[src/tsp_defines.svh]
// Register offsets, field positions, reset values and widths of the transmitter configuration bank.
`ifndef TSP_DEFINES_SVH
`define TSP_DEFINES_SVH

`define TSP_ADDR_W          8
`define TSP_DATA_W          8

`define TSP_OFS_PA_CAP      8'h07
`define TSP_OFS_LOOP_CFG    8'h08
`define TSP_OFS_PUMP_CFG    8'h09
`define TSP_OFS_TXEN_MAIN   8'h0a
`define TSP_OFS_WORD_HIGH   8'h0b
`define TSP_OFS_WORD_MID    8'h0c
`define TSP_OFS_WORD_LOW    8'h0d
`define TSP_OFS_TXEN_ALIAS  8'h10

`define TSP_CAP_HI          4
`define TSP_CAP_LO          0
`define TSP_OFFSET_HI       7
`define TSP_OFFSET_LO       6
`define TSP_FRAC_BIT        5
`define TSP_LO_DIVIDER_SELECT_HI        2
`define TSP_LO_DIVIDER_SELECT_LO        1
`define TSP_LOSRC_BIT       0
`define TSP_PUMP_HI         1
`define TSP_PUMP_LO         0
`define TSP_TXEN_BIT        2

`define TSP_RST_CAP         5'h00
`define TSP_RST_OFFSET      2'h1
`define TSP_RST_FRAC        1'h1
`define TSP_RST_LO_DIVIDER_SELECT       2'h0
`define TSP_RST_LOSRC       1'h0
`define TSP_RST_PUMP        2'h0
`define TSP_RST_TXEN        1'h0
`define TSP_RST_WORD_HIGH   8'h13
`define TSP_RST_WORD_MID    8'hb0
`define TSP_RST_WORD_LOW    8'h00

`define TSP_BYTES_NONE      3'h0
`define TSP_BYTES_ALL       3'h7
`define TSP_BYTE_HIGH       2
`define TSP_BYTE_MID        1
`define TSP_BYTE_LOW        0

`endif

[src/tsp_pkg.sv]
// Types shared by the transmitter configuration bank.
`include "tsp_defines.svh"

package tsp_pkg;

    typedef logic [`TSP_ADDR_W-1:0] tsp_addr_t;
    typedef logic [`TSP_DATA_W-1:0] tsp_byte_t;
    typedef logic [23:0]            tsp_word_t;

    // Synthesizer loop and charge-pump controls as seen by the analog section.
    typedef struct packed {
        logic [1:0] pumpOffsetLevel;
        logic       fractionalSelect;
        logic [1:0] loDividerSelect;
        logic       loSourceSelect;
        logic [1:0] pumpCurrentSelect;
    } tsp_synth_cfg_s;

    // One register access from the serial front end.
    typedef struct packed {
        logic      wrStrobe;
        logic      rdStrobe;
        tsp_addr_t addr;
        tsp_byte_t wrData;
    } tsp_reg_req_s;

endpackage : tsp_pkg

[src/tsp_config_regs.sv]
// Configuration register bank for the PA, synthesizer and transmit enable.
`timescale 1ns/10ps
// Summary of operation
// Five-bit PA shunt capacitance, 175 fF steps
// Pump offset code 0..3: 0,5,10,15 percent
// Host clears pump offset for integer-N
// Bit 5 selects integer or fractional synthesis
// LO divider code: off, 4, 8, 12
// Bit 0 selects ring oscillator or LC
// Host picks LC low noise, ring low current
// Pump current code 0..3: 5..20 microamps
// Programmable mode sends data only when enabled
// Three bytes, high first, form tuning word
// Alias address shares the one transmit enable
// Host writes zero reserved, fields read back
// Tuning word applied after all three bytes
`include "tsp_defines.svh"

module tsp_config_regs (
    input  wire logic                    clk,
    input  wire logic                    rst,
    input  wire tsp_pkg::tsp_reg_req_s   regReq,
    input  wire logic                    programmableMode,
    input  wire logic                    txDataPin,
    output logic     [7:0]               regRdData,
    output logic                         regRdValid,
    output logic     [4:0]               paShuntCapacitance,
    output tsp_pkg::tsp_synth_cfg_s      synthCfg,
    output logic                         hostTxEnable,
    output tsp_pkg::tsp_word_t           synthTuningWord,
    output logic                         txDataOut
);
    import tsp_pkg::*;

    // ------------------------------------------------------------------
    // Register state
    // ------------------------------------------------------------------
    logic [4:0]     cap_r,     cap_nxt;
    tsp_synth_cfg_s cfg_r,     cfg_nxt;
    logic           txEn_r,    txEn_nxt;
    tsp_byte_t      wHigh_r,   wHigh_nxt;
    tsp_byte_t      wMid_r,    wMid_nxt;
    tsp_byte_t      wLow_r,    wLow_nxt;
    logic [2:0]     seen_r,    seen_nxt;
    tsp_word_t      word_r,    word_nxt;
    tsp_byte_t      rd_r,      rd_nxt;
    logic           rdV_r,     rdV_nxt;
    logic           dSync1_r,  dSync2_r;
    logic           txOut_r,   txOut_nxt;
    logic           wr;

    assign wr = regReq.wrStrobe;

    always_comb begin
        cap_nxt  = cap_r;
        cfg_nxt  = cfg_r;
        txEn_nxt = txEn_r;
        wHigh_nxt = wHigh_r;
        wMid_nxt = wMid_r;
        wLow_nxt = wLow_r;
        seen_nxt = seen_r;
        word_nxt = word_r;
        if (wr) begin
            case (regReq.addr)
                `TSP_OFS_PA_CAP: begin
                    cap_nxt = regReq.wrData[`TSP_CAP_HI:`TSP_CAP_LO];
                end
                `TSP_OFS_LOOP_CFG: begin
                    cfg_nxt.pumpOffsetLevel = regReq.wrData[`TSP_OFFSET_HI:`TSP_OFFSET_LO];
                    cfg_nxt.fractionalSelect = regReq.wrData[`TSP_FRAC_BIT];
                    cfg_nxt.loDividerSelect = regReq.wrData[`TSP_LO_DIVIDER_SELECT_HI:`TSP_LO_DIVIDER_SELECT_LO];
                    cfg_nxt.loSourceSelect = regReq.wrData[`TSP_LOSRC_BIT];
                end
                `TSP_OFS_PUMP_CFG: begin
                    cfg_nxt.pumpCurrentSelect = regReq.wrData[`TSP_PUMP_HI:`TSP_PUMP_LO];
                end
                `TSP_OFS_TXEN_MAIN, `TSP_OFS_TXEN_ALIAS: begin
                    txEn_nxt = regReq.wrData[`TSP_TXEN_BIT];
                end
                `TSP_OFS_WORD_HIGH: begin
                    wHigh_nxt = regReq.wrData;
                    seen_nxt[`TSP_BYTE_HIGH] = 1'b1;
                end
                `TSP_OFS_WORD_MID: begin
                    wMid_nxt = regReq.wrData;
                    seen_nxt[`TSP_BYTE_MID] = 1'b1;
                end
                `TSP_OFS_WORD_LOW: begin
                    wLow_nxt = regReq.wrData;
                    seen_nxt[`TSP_BYTE_LOW] = 1'b1;
                end
                default: begin
                end
            endcase
        end
        // The word moves to the synthesizer only once every byte is fresh.
        if (seen_nxt == `TSP_BYTES_ALL) begin
            word_nxt = {wHigh_nxt, wMid_nxt, wLow_nxt};
            seen_nxt = `TSP_BYTES_NONE;
        end
    end

    // ------------------------------------------------------------------
    // Read-back
    // ------------------------------------------------------------------
    always_comb begin
        rdV_nxt = regReq.rdStrobe;
        rd_nxt  = rd_r;
        if (regReq.rdStrobe) begin
            case (regReq.addr)
                `TSP_OFS_PA_CAP:     rd_nxt = {3'h0, cap_r};
                `TSP_OFS_LOOP_CFG:   rd_nxt = {cfg_r.pumpOffsetLevel, cfg_r.fractionalSelect,
                                               2'h0, cfg_r.loDividerSelect,
                                               cfg_r.loSourceSelect};
                `TSP_OFS_PUMP_CFG:   rd_nxt = {6'h00, cfg_r.pumpCurrentSelect};
                `TSP_OFS_TXEN_MAIN,
                `TSP_OFS_TXEN_ALIAS: rd_nxt = {5'h00, txEn_r, 2'h0};
                `TSP_OFS_WORD_HIGH:  rd_nxt = wHigh_r;
                `TSP_OFS_WORD_MID:   rd_nxt = wMid_r;
                `TSP_OFS_WORD_LOW:   rd_nxt = wLow_r;
                default:             rd_nxt = 8'h00;
            endcase
        end
    end

    // ------------------------------------------------------------------
    // Transmit data gate
    // ------------------------------------------------------------------
    always_comb begin
        txOut_nxt = dSync2_r;
        if (programmableMode) begin
            txOut_nxt = dSync2_r & txEn_r;
        end
    end

    always_ff @(posedge clk or posedge rst) begin
        if (rst) begin
            cap_r    <= `TSP_RST_CAP;
            cfg_r    <= {`TSP_RST_OFFSET, `TSP_RST_FRAC, `TSP_RST_LO_DIVIDER_SELECT, `TSP_RST_LOSRC,
                         `TSP_RST_PUMP};
            txEn_r   <= `TSP_RST_TXEN;
            wHigh_r  <= `TSP_RST_WORD_HIGH;
            wMid_r   <= `TSP_RST_WORD_MID;
            wLow_r   <= `TSP_RST_WORD_LOW;
            seen_r   <= `TSP_BYTES_NONE;
            word_r   <= {`TSP_RST_WORD_HIGH, `TSP_RST_WORD_MID, `TSP_RST_WORD_LOW};
            rd_r     <= 8'h00;
            rdV_r    <= 1'b0;
            dSync1_r <= 1'b0;
            dSync2_r <= 1'b0;
            txOut_r  <= 1'b0;
        end else begin
            cap_r    <= cap_nxt;
            cfg_r    <= cfg_nxt;
            txEn_r   <= txEn_nxt;
            wHigh_r  <= wHigh_nxt;
            wMid_r   <= wMid_nxt;
            wLow_r   <= wLow_nxt;
            seen_r   <= seen_nxt;
            word_r   <= word_nxt;
            rd_r     <= rd_nxt;
            rdV_r    <= rdV_nxt;
            dSync1_r <= txDataPin;
            dSync2_r <= dSync1_r;
            txOut_r  <= txOut_nxt;
        end
    end

    assign regRdData          = rd_r;
    assign regRdValid         = rdV_r;
    assign paShuntCapacitance = cap_r;
    assign synthCfg           = cfg_r;
    assign hostTxEnable       = txEn_r;
    assign synthTuningWord    = word_r;
    assign txDataOut          = txOut_r;
endmodule : tsp_config_regs

[config.mk]
export PLATFORM = sky130hd
export DESIGN_NAME = tsp_config_regs
export DESIGN_NICKNAME = d
export VERILOG_FILES = /design/src/tsp_pkg.sv /design/src/tsp_config_regs.sv
export VERILOG_INCLUDE_DIRS = /design/src
export SDC_FILE = /design/constraint.sdc
export NUM_CORES = 1
export LEC_CHECK = 0
export BUFFER_PORTS_ARGS = -buffer_cell sky130_fd_sc_hd__buf_2
export CORE_MARGIN = 5
export CORE_UTILIZATION = 54
export DETAILED_ROUTE_END_ITERATION = 10
export HOLD_SLACK_MARGIN = 0.15
export PLACE_DENSITY = 0.85
export REMOVE_ABC_BUFFERS = 1
export SLEW_MARGIN = 20
export SYNTH_ARGS = -nofsm -noshare
export SYNTH_HDL_FRONTEND = slang
export SYNTH_SLANG_ARGS = --single-unit
[constraint.sdc]
create_clock -name clk -period 2.5 [get_ports clk]
set_input_delay 0.25 -clock clk [delete_from_list [all_inputs] [get_ports clk]]
set_output_delay 0.25 -clock clk [all_outputs]
set_load 0.01 [all_outputs]
## After elaboration in Yosys (flattened, before gate mapping)

Cells that the tools add are included.

| word-level totals | value |
|---|---|
| flip-flop bits (word level) | 77 |
| bits of input ports | 22 |
| output and inout port bits | 48 |
| word-level logic and storage cells | 45 |

| cells by class | value |
|---|---|
| equality and inequality tests | 9 |
| muxes and demuxes | 13 |
| bitwise gates (word level) | 1 |
| reduce and logical (&&, ||, !) cells | 5 |

Operators by type and width:

| operator | count |
|---|---|
| 8-bit one-hot mux with 7 select lines | 1 |
| 8-bit by 4-bit equality test with 1-bit output (second input constant) | 6 |
| 8-bit two-way mux | 6 |
| 8-bit by 3-bit equality test with 1-bit output (second input constant) | 1 |
| 8-bit by 5-bit equality test with 1-bit output (second input constant) | 1 |
| 2-bit AND reduction | 4 |
| 3-bit two-way mux | 2 |
| 1-bit two-way mux | 4 |
| 3-bit equality test (second input constant) | 1 |
| 2-bit OR reduction | 1 |
| 1-bit AND | 1 |

## Depth between registers and ports, before layout

Gate-level depths: netlist of run 1.

| logic depth | value |
|---|---|
| depth after elaboration | 5 |
| gate-level depth with buffers | 6 |
| gate-level depth less buffers | 4 |

## Least setup slack after synthesis of run 1

Ideal clock, no wire load.

| timing | value |
|---|---|
| path kind | in2reg |
| start | in regReq[10] (netlist name) |
| end | reg word_r[10] (netlist: synthTuningWord[10]) |
| setup time | 0.125 ns |
| arrival time | 1.818 ns |
| data required time | 2.375 ns |
| path slack | 0.557 ns |
| cell stages on the path | 5 |
| path buffers | 1 |
| cells stage by stage | nor4b_4 a31oi_1 nor3_4 buf_6 mux2_2 |

| between the ends | value |
|---|---|
| cells in the longest elaborated chain, start to end | 4 |
| elaborated cells between the ends (all ways) | 10 |
| classes of those cells | 4 x eq/ne; 6 x mux |

Ends and longest elaborated chain:

| what | RTL line | text |
|---|---|---|
| start: declaration | tsp_config_regs.sv:22 | `input wire tsp_pkg::tsp_reg_req_s regReq,` |
| 8-bit by 4-bit equality test with 1-bit output | tsp_config_regs.sv:64 | `case (regReq.addr)` |
| 1-bit two-way mux | tsp_config_regs.sv:64 |  |
| 3-bit two-way mux | tsp_config_regs.sv:63 | `if (wr) begin` |
| 3-bit equality test (no line) | - |  |
| end signal: assignment | tsp_config_regs.sv:146 | `` word_r <= {`TSP_RST_WORD_HIGH, `TSP_RST_WORD_MID, `TSP_RST_WORD_LOW}; `` |
| end signal: assignment | tsp_config_regs.sv:160 | `word_r <= word_nxt;` |
| end: declaration | tsp_config_regs.sv:45 | `tsp_word_t word_r, word_nxt;` |

Parallel ways exist; a longest one is shown, timed or not.
A chain may end at the register's enable or synchronous reset.

## Worst setup path in the final report of run 1

| timing | value |
|---|---|
| start | in regReq[12] (netlist name) |
| end | reg word_r[9] (netlist: synthTuningWord[9]) |

| between the ends | value |
|---|---|
| elaborated cells between the ends (all ways) | 10 |
| classes of those cells | 4 x eq/ne; 6 x mux |

RTL lines:

| what | RTL line | text |
|---|---|---|
| 8-bit by 4-bit equality test with 1-bit output | tsp_config_regs.sv:64 |  |
| 8-bit two-way mux | tsp_config_regs.sv:64 |  |
| 8-bit two-way mux | tsp_config_regs.sv:63 |  |
| net wMid_nxt[1] | tsp_config_regs.sv:42 | `tsp_byte_t wMid_r, wMid_nxt;` |

The timed path passes the listed nets, and every way through them passes these cells.

==> results.tsv, run 1 <==
metric	value	unit
Synth Area in Adders	0	%
fin area	4041	µm²
most common cell in the netlist	dfrtp_1	
H-tree levels	3	
Hold WC Path Type	in2reg	
post-route ant nets	0	
Compound-Gate Fraction of Synth Area	9.981	%
gr ovfl total	0	
Die ar.	7768	µm²
share of cells above drive strength 1	53.75	%
Max Fclk	0.5697	GHz
combinational family with the most area after synthesis	multiplexers	
CTS clock-pin slew for the worst setup and hold paths	0.07	ns
Setup Total Neg Slack	0	ns
asr flop ratio synth	100.0	%
Synth cell types	38	
# diodes	0	
maximum vdd drop	463.3	µV
CTS Buf Count	9	
number of global-route vias before repair	2427	
Root Driver	clkbuf_8	
post-synthesis sequential area ratio	58.98	%
CP max stage delay	0.46	ns
Simple-Gate Fraction of Synth Area	7.894	%
via count	2318	
Top cell by count, worst path	mux2_2	
Setup crit end kind	register	
DR pass1 iterations	4	
Final #Nets	337	
pin count of the biggest net entering global routing	49	
Synth area leader	dfrtp_1	
synthesis warning total	0	
Seq cells post-synth	77	
height of the die	88.14	µm
synthesized area per cell	14.27	µm²
top post-synthesis cells by count	dfrtp_1 (63), mux2_2 (58), dfstp_2 (14), nor2_1 (14), a22oi_1 (9)	
final WL	7392	µm
combinational share of power	7.4	%
mux cell area share after synthesis	21.18	%
final setup fails	0	
placed standard-cell area	3762	µm²
Critical Path RT	2.74	ns
Fin. Hold Viols	0	
DRC Markers	0	
worst path arrival time	1.99	ns
PD cells	650.5	nW/µm²
Most used DFF post-synth	dfrtp_1	
worst slew pin tran	0.6576	ns
xor/xnor share of the synthesized area	0	%
DPL Wire Length	5272	µm
initial antenna violation count	0	
initial core utilization	55.68	%
Die Wd	88.14	µm
switch share	22.38	%
vias per inst	5.868	
Min Clock Period, post-route	1.755	ns
GR Util All Layers	21.05	%
leading post-synthesis cells by cell area	dfrtp_1 (48%), mux2_2 (20%), dfstp_2 (11%)	
CTS tree	yes	
clock share of power	42.2	%
delay-heaviest family, CP	simple AND/OR/NAND/NOR gates	
number of synthesized flops with an enable pin	0	
Crit Path Class	in2reg	
Max Slew Vio Count	0	
synthesized cell area	3297	µm²
area grow syn2layout	22.58	%
first-pass GRT wire length	12140	µm
leakage	2.049	nW
core area	5921	µm²
total power	2.629	mW
RSZ-0062 raised after global routing	no	
Slew HR	56.10	%
CP cell instances	buf_2 > and4bb_2 > nand3_1 > mux2_2 > mux2_2	
Internal	2.041	mW
Bufs and invs on worst path	1	
RePlAce Congestion	0.7935	
Max-Cap Viols	0	
Worst Hold Margin	0.1824	ns
final worst path period share	70.21	%
CTS sink cnt	77	
Worst Setup Start Kind	input port	
Max Buffers Root-to-Sink	2	
DR WL/cell	18.71	µm
Max Clock Skew	0.009931	ns
sequential fraction of design power	50.3	%
Max FO, Critical Path	10	
Iteration-0 DRC Markers	152	
I/O Pins	70	
clk_lat worst skew	0.35	ns
Synth Instances	231	
Port Buf Inserts	69	
Synth top area share	47.82	%
Rows	28	
Psw	0.5884	mW
slowest CP cell	and4bb_2	
status	complete, no violations	
-- registers in the layout (all words and copies together) (netlist names) --
| signal | cells |
|---|---|
| synthTuningWord | 24 |
| txDataOut | 1 |
| paShuntCapacitance | 5 |
| regRdData | 8 |
| dSync2_r | 1 |
| dSync1_r | 1 |
| wMid_r | 8 |
| regRdValid | 1 |
| wLow_r | 8 |
| synthCfg | 8 |
| seen_r | 3 |
| wHigh_r | 8 |
| hostTxEnable | 1 |
-- power by group through the flow --
stage               combinational, mW  sequential [mW]  clock [mW]
detailed placement              0.193             1.35           0
CTS                             0.198             1.32        1.13
global placement                0.185             1.34           0
floorplan                      0.0901             1.35           0
global route                    0.217             1.33        1.19
finish                          0.195             1.32        1.11
-- through the flow --
step / utilization (%) / cells / worst slack [ns]
2_1_floorplan: - / 223 / 0.002957
3_3_place_gp: 63.55 / 375 / 0.3966
3_5_place_dp: 63.55 / 375 / 0.4119
4_1_cts: 68.26 / 395 / 0.7930
5_1_grt: 68.26 / 395 / 0.6873
6_report: 68.26 / 395 / 0.7447
-- repair_timing --
item | 4_1_cts | 5_1_grt
gates resized for setup | 0 | 0
hold buffers | 4 | 0
endpoints found under the hold margin | 30 | 0
buffers inserted | 0 | 0
-- layout by cell type, fill, tap and decap left out, drive strengths merged, types with 3 or more instances in the layout --
master and n:
a21oi 3, a22o 8, a22oi 9, a31oi 5, buf 77, bufinv 3
clkbuf 10, dfrtp 63, dfstp 14, dlygate4sd3 4, inv 5, mux2 62
nand2 4, nand3 5, nor2 14, nor4b 3, o21a 3, o221ai 3
-- cell families (layout without fill, tap and decap cells) --
family,after synthesis,after routing
mux,62,62
buf+inv,13,102
compound gates,42,42
simple gates,37,37
flops,77,77
-- layout make-up --
class / instances / area, µm²
Sequential cell: 77 / 1944
Fill cell: 436 / 1879
Multi-Input combinational cell: 141 / 1287
Timing Repair Buffer: 81 / 457.9
Clock buffer: 10 / 127.6
Clock inverter: 6 / 111.4
Tap cell: 75 / 93.84
Inverter: 5 / 18.77
-- path summary, 6_finish.rpt --
kind / cells after the start / slack, ns / startpoint / endpoint
max in group asynchronous: 4 / 1.23 / rst / synthCfg[5]
setup / recovery: 5 / 0.74 / regReq[12] / synthTuningWord[9]
setup reg to reg: 4 / 1.05 / seen_r[1] / synthTuningWord[18]
min in group asynchronous: 3 / 0.54 / rst / synthTuningWord[8]
hold / removal: 2 / 0.18 / regReq[7] / synthCfg[7]
hold reg to reg: 0 / 0.37 / dSync1_r / dSync2_r
-- per-layer routing --
layer / vias to the layer above / GRT usage, % / wire length (µm)
met5: - / 0 / 0
met4: 0 / 10.03 / 162
met1: 1175 / 26.57 / 3112
li1: 1049 / - / -
met2: 77 / 34.25 / 3644
met3: 17 / 5.080 / 473
(Power assumes the default switching activity.)
==> inputs of run 2 (changes only) <==
CORE_UTILIZATION = 49   (was 54)
PLACE_DENSITY = 0.82   (was 0.85)
clock period = 1.6 ns   (was 2.5 ns; I/O delays follow)
==> run 2 against run 1 <==
Die area increased by 9.0%. Sequential power increased by 57%. First-iteration DRC count decreased by 29%. Largest power group unchanged. Largest cell class unchanged. Sequential share of layout area decreased by 3.3 points. Clock power increased by 59%. Non-clock buffer count increased by 34. Flip-flop and latch count unchanged. Core utilization decreased by 1.0 points. Via count increased by 4.8%. Global-route usage decreased by 0.50 points.
==> results.tsv, run 2 (synthesized netlist as in run 1, its figures left out) <==
metric	value	unit	change
status	complete, no violations		
final setup fails	0		unchanged
reg-to-reg startpoint	seen_r[2]		
CP startpoint	regReq[10]		
Final #Nets	371		+10%
FF+latch area	1944	µm²	unchanged
maximum vdd drop	692.3	µV	+49%
GR Util All Layers	20.54	%	-0.50 points
placed standard-cell area	3973	µm²	+5.6%
highest routed layer	met4		
CTS clock-pin slew for the worst setup and hold paths	0.08	ns	about the same
Die Wd	92.03	µm	+4.4%
first-pass GRT wire length	13340	µm	+9.9%
worst path arrival time	1.77	ns	-0.22 ns
I/O Pins	70		unchanged
H-tree levels	3		unchanged
HP Start	regReq[17]		
pin count of the biggest net entering global routing	78		+59%
vias per inst	5.638		-3.9%
PD cells	968.9	nW/µm²	+49%
post-route ant nets	0		unchanged
Rows	29		+3.6%
RSZ-0062 raised after global routing	no		
CTS Buf Count	9		unchanged
Max Slew Vio Count	0		unchanged
gr ovfl total	0		unchanged
initial antenna violation count	0		unchanged
filler-free cell count of the finished design	431		+9.1%
DRC Markers	0		unchanged
Max Clock Skew	0.009493	ns	-0.0004385 ns
Slew HR	66.10	%	+10 points
fin area	4342	µm²	+7.4%
Critical Path RT	1.84	ns	-0.90 ns
clk_lat worst skew	0.35	ns	about the same
Max FO, Critical Path	9		-1
most common cell after layout, fill and taps aside	buf_2		
Post-CTS Setup Bufs	0		unchanged
Die ar.	8469	µm²	+9.0%
share of cells above drive strength 1	55.65	%	+1.9 points
Worst Setup Start Kind	input port		
fillers	480		+10%
Hold WC Path Type	in2reg		
CTS sink cnt	77		unchanged
CTS tree	yes		
Fin. Hold Viols	0		unchanged
height of the die	92.03	µm	+4.4%
Min Clock Period, post-route	1.530	ns	
DR WL met2	3943	µm	+8.2%
Max-Cap Viols	0		unchanged
placed cells	403		+7.5%
DR pass1 iterations	4		unchanged
DR WL/cell	19.04	µm	+1.8%
Crit Path Class	in2reg		
via count	2430		+4.8%
DPL Wire Length	5654	µm	+7.2%
initial core utilization	51.05	%	-4.6 points
max reg flops	24		unchanged
core area	6459	µm²	+9.1%
Setup crit end kind	register		
M1 WL	3520	µm	+13%
# diodes	0		unchanged
worst slew pin tran	0.5014	ns	-0.1561 ns
most frequent cells in the layout	buf_2 (69), dfrtp_1 (63), mux2_2 (58)		
RePlAce Congestion	0.8111		+2.2%
Port Buf Inserts	69		unchanged
final worst path period share	95.65	%	
Max Buffers Root-to-Sink	2		unchanged
leakage	2.219	nW	+8.3%
Iteration-0 DRC Markers	108		-29%
met3 routed WL	484	µm	+2.3%
area of the multi-input gates	1296	µm²	+0.68%
Max Fclk	0.6534	GHz	
number of global-route vias before repair	2631		+8.4%
Root Driver	clkbuf_8		
final WL	8207	µm	+11%
area grow syn2layout	31.69	%	
## run 2: final timing paths
path	depth (start not counted)	slack (ns)	endpoint
hold / removal	3	0.22	hostTxEnable
setup / recovery	6	0.07	synthTuningWord[18]
max in group asynchronous	4	0.82	synthTuningWord[16]
setup reg to reg	4	0.18	synthTuningWord[2]
min in group asynchronous	4	0.43	synthTuningWord[4]
hold reg to reg	0	0.36	dSync2_r
## run 2: layout make-up
type                    count  area share [%]
multi-input cells         141           29.86
clock inverters             4           2.190
clock buffers              12           3.343
inverters                   5          0.4323
well taps                  77           2.219
repair buffers            115           17.18
flip-flops and latches     77           44.78
## run 2: report_power, final
group	switching, mW	leakage (nW)	internal, mW	total [mW]
clock network	0.693	0.121	1.08	1.77
registers	0.0448	0.999	2.03	2.07
logic	0.196	1.10	0.169	0.365
total	0.934	2.22	3.27	4.21
## run 2: worst max-delay path: stages
cell,delay [ns]
buf_2,0.14
nor4b_4,0.33
buf_4,0.23
nand3_2,0.25
mux2_2,0.37
mux2_1,0.29
## run 2: layer usage
metal  vias up  track usage, %
met4         0           10.27
li1       1109               -
met3        23           5.319
met2        93           31.75
met5         -               0
met1      1205           26.93
## run 2: metrics by stage
stage / hold WS (ns) / total power, mW / setup slack, ns / util, % / TNS [ns]
3_5_place_dp: 0.2701 / 2.444 / -0.3170 / 61.51 / -7.713
6_report: 0.2197 / 4.207 / 0.06953 / 67.22 / 0
3_3_place_gp: 0.2750 / 2.428 / -0.2044 / 61.51 / -4.958
2_1_floorplan: 0.1914 / 2.251 / -0.8070 / - / -53.42
4_1_cts: 0.1983 / 4.231 / 0.06534 / 67.09 / 0
5_1_grt: 0.2311 / 4.368 / 0.03115 / 67.22 / 0
## run 2: timing repair
item                                    CTS  global route
endpoints found under the setup margin    0             2
resized for setup                         0             1
hold buffers                             12             0
hold endpoints to repair                103             0
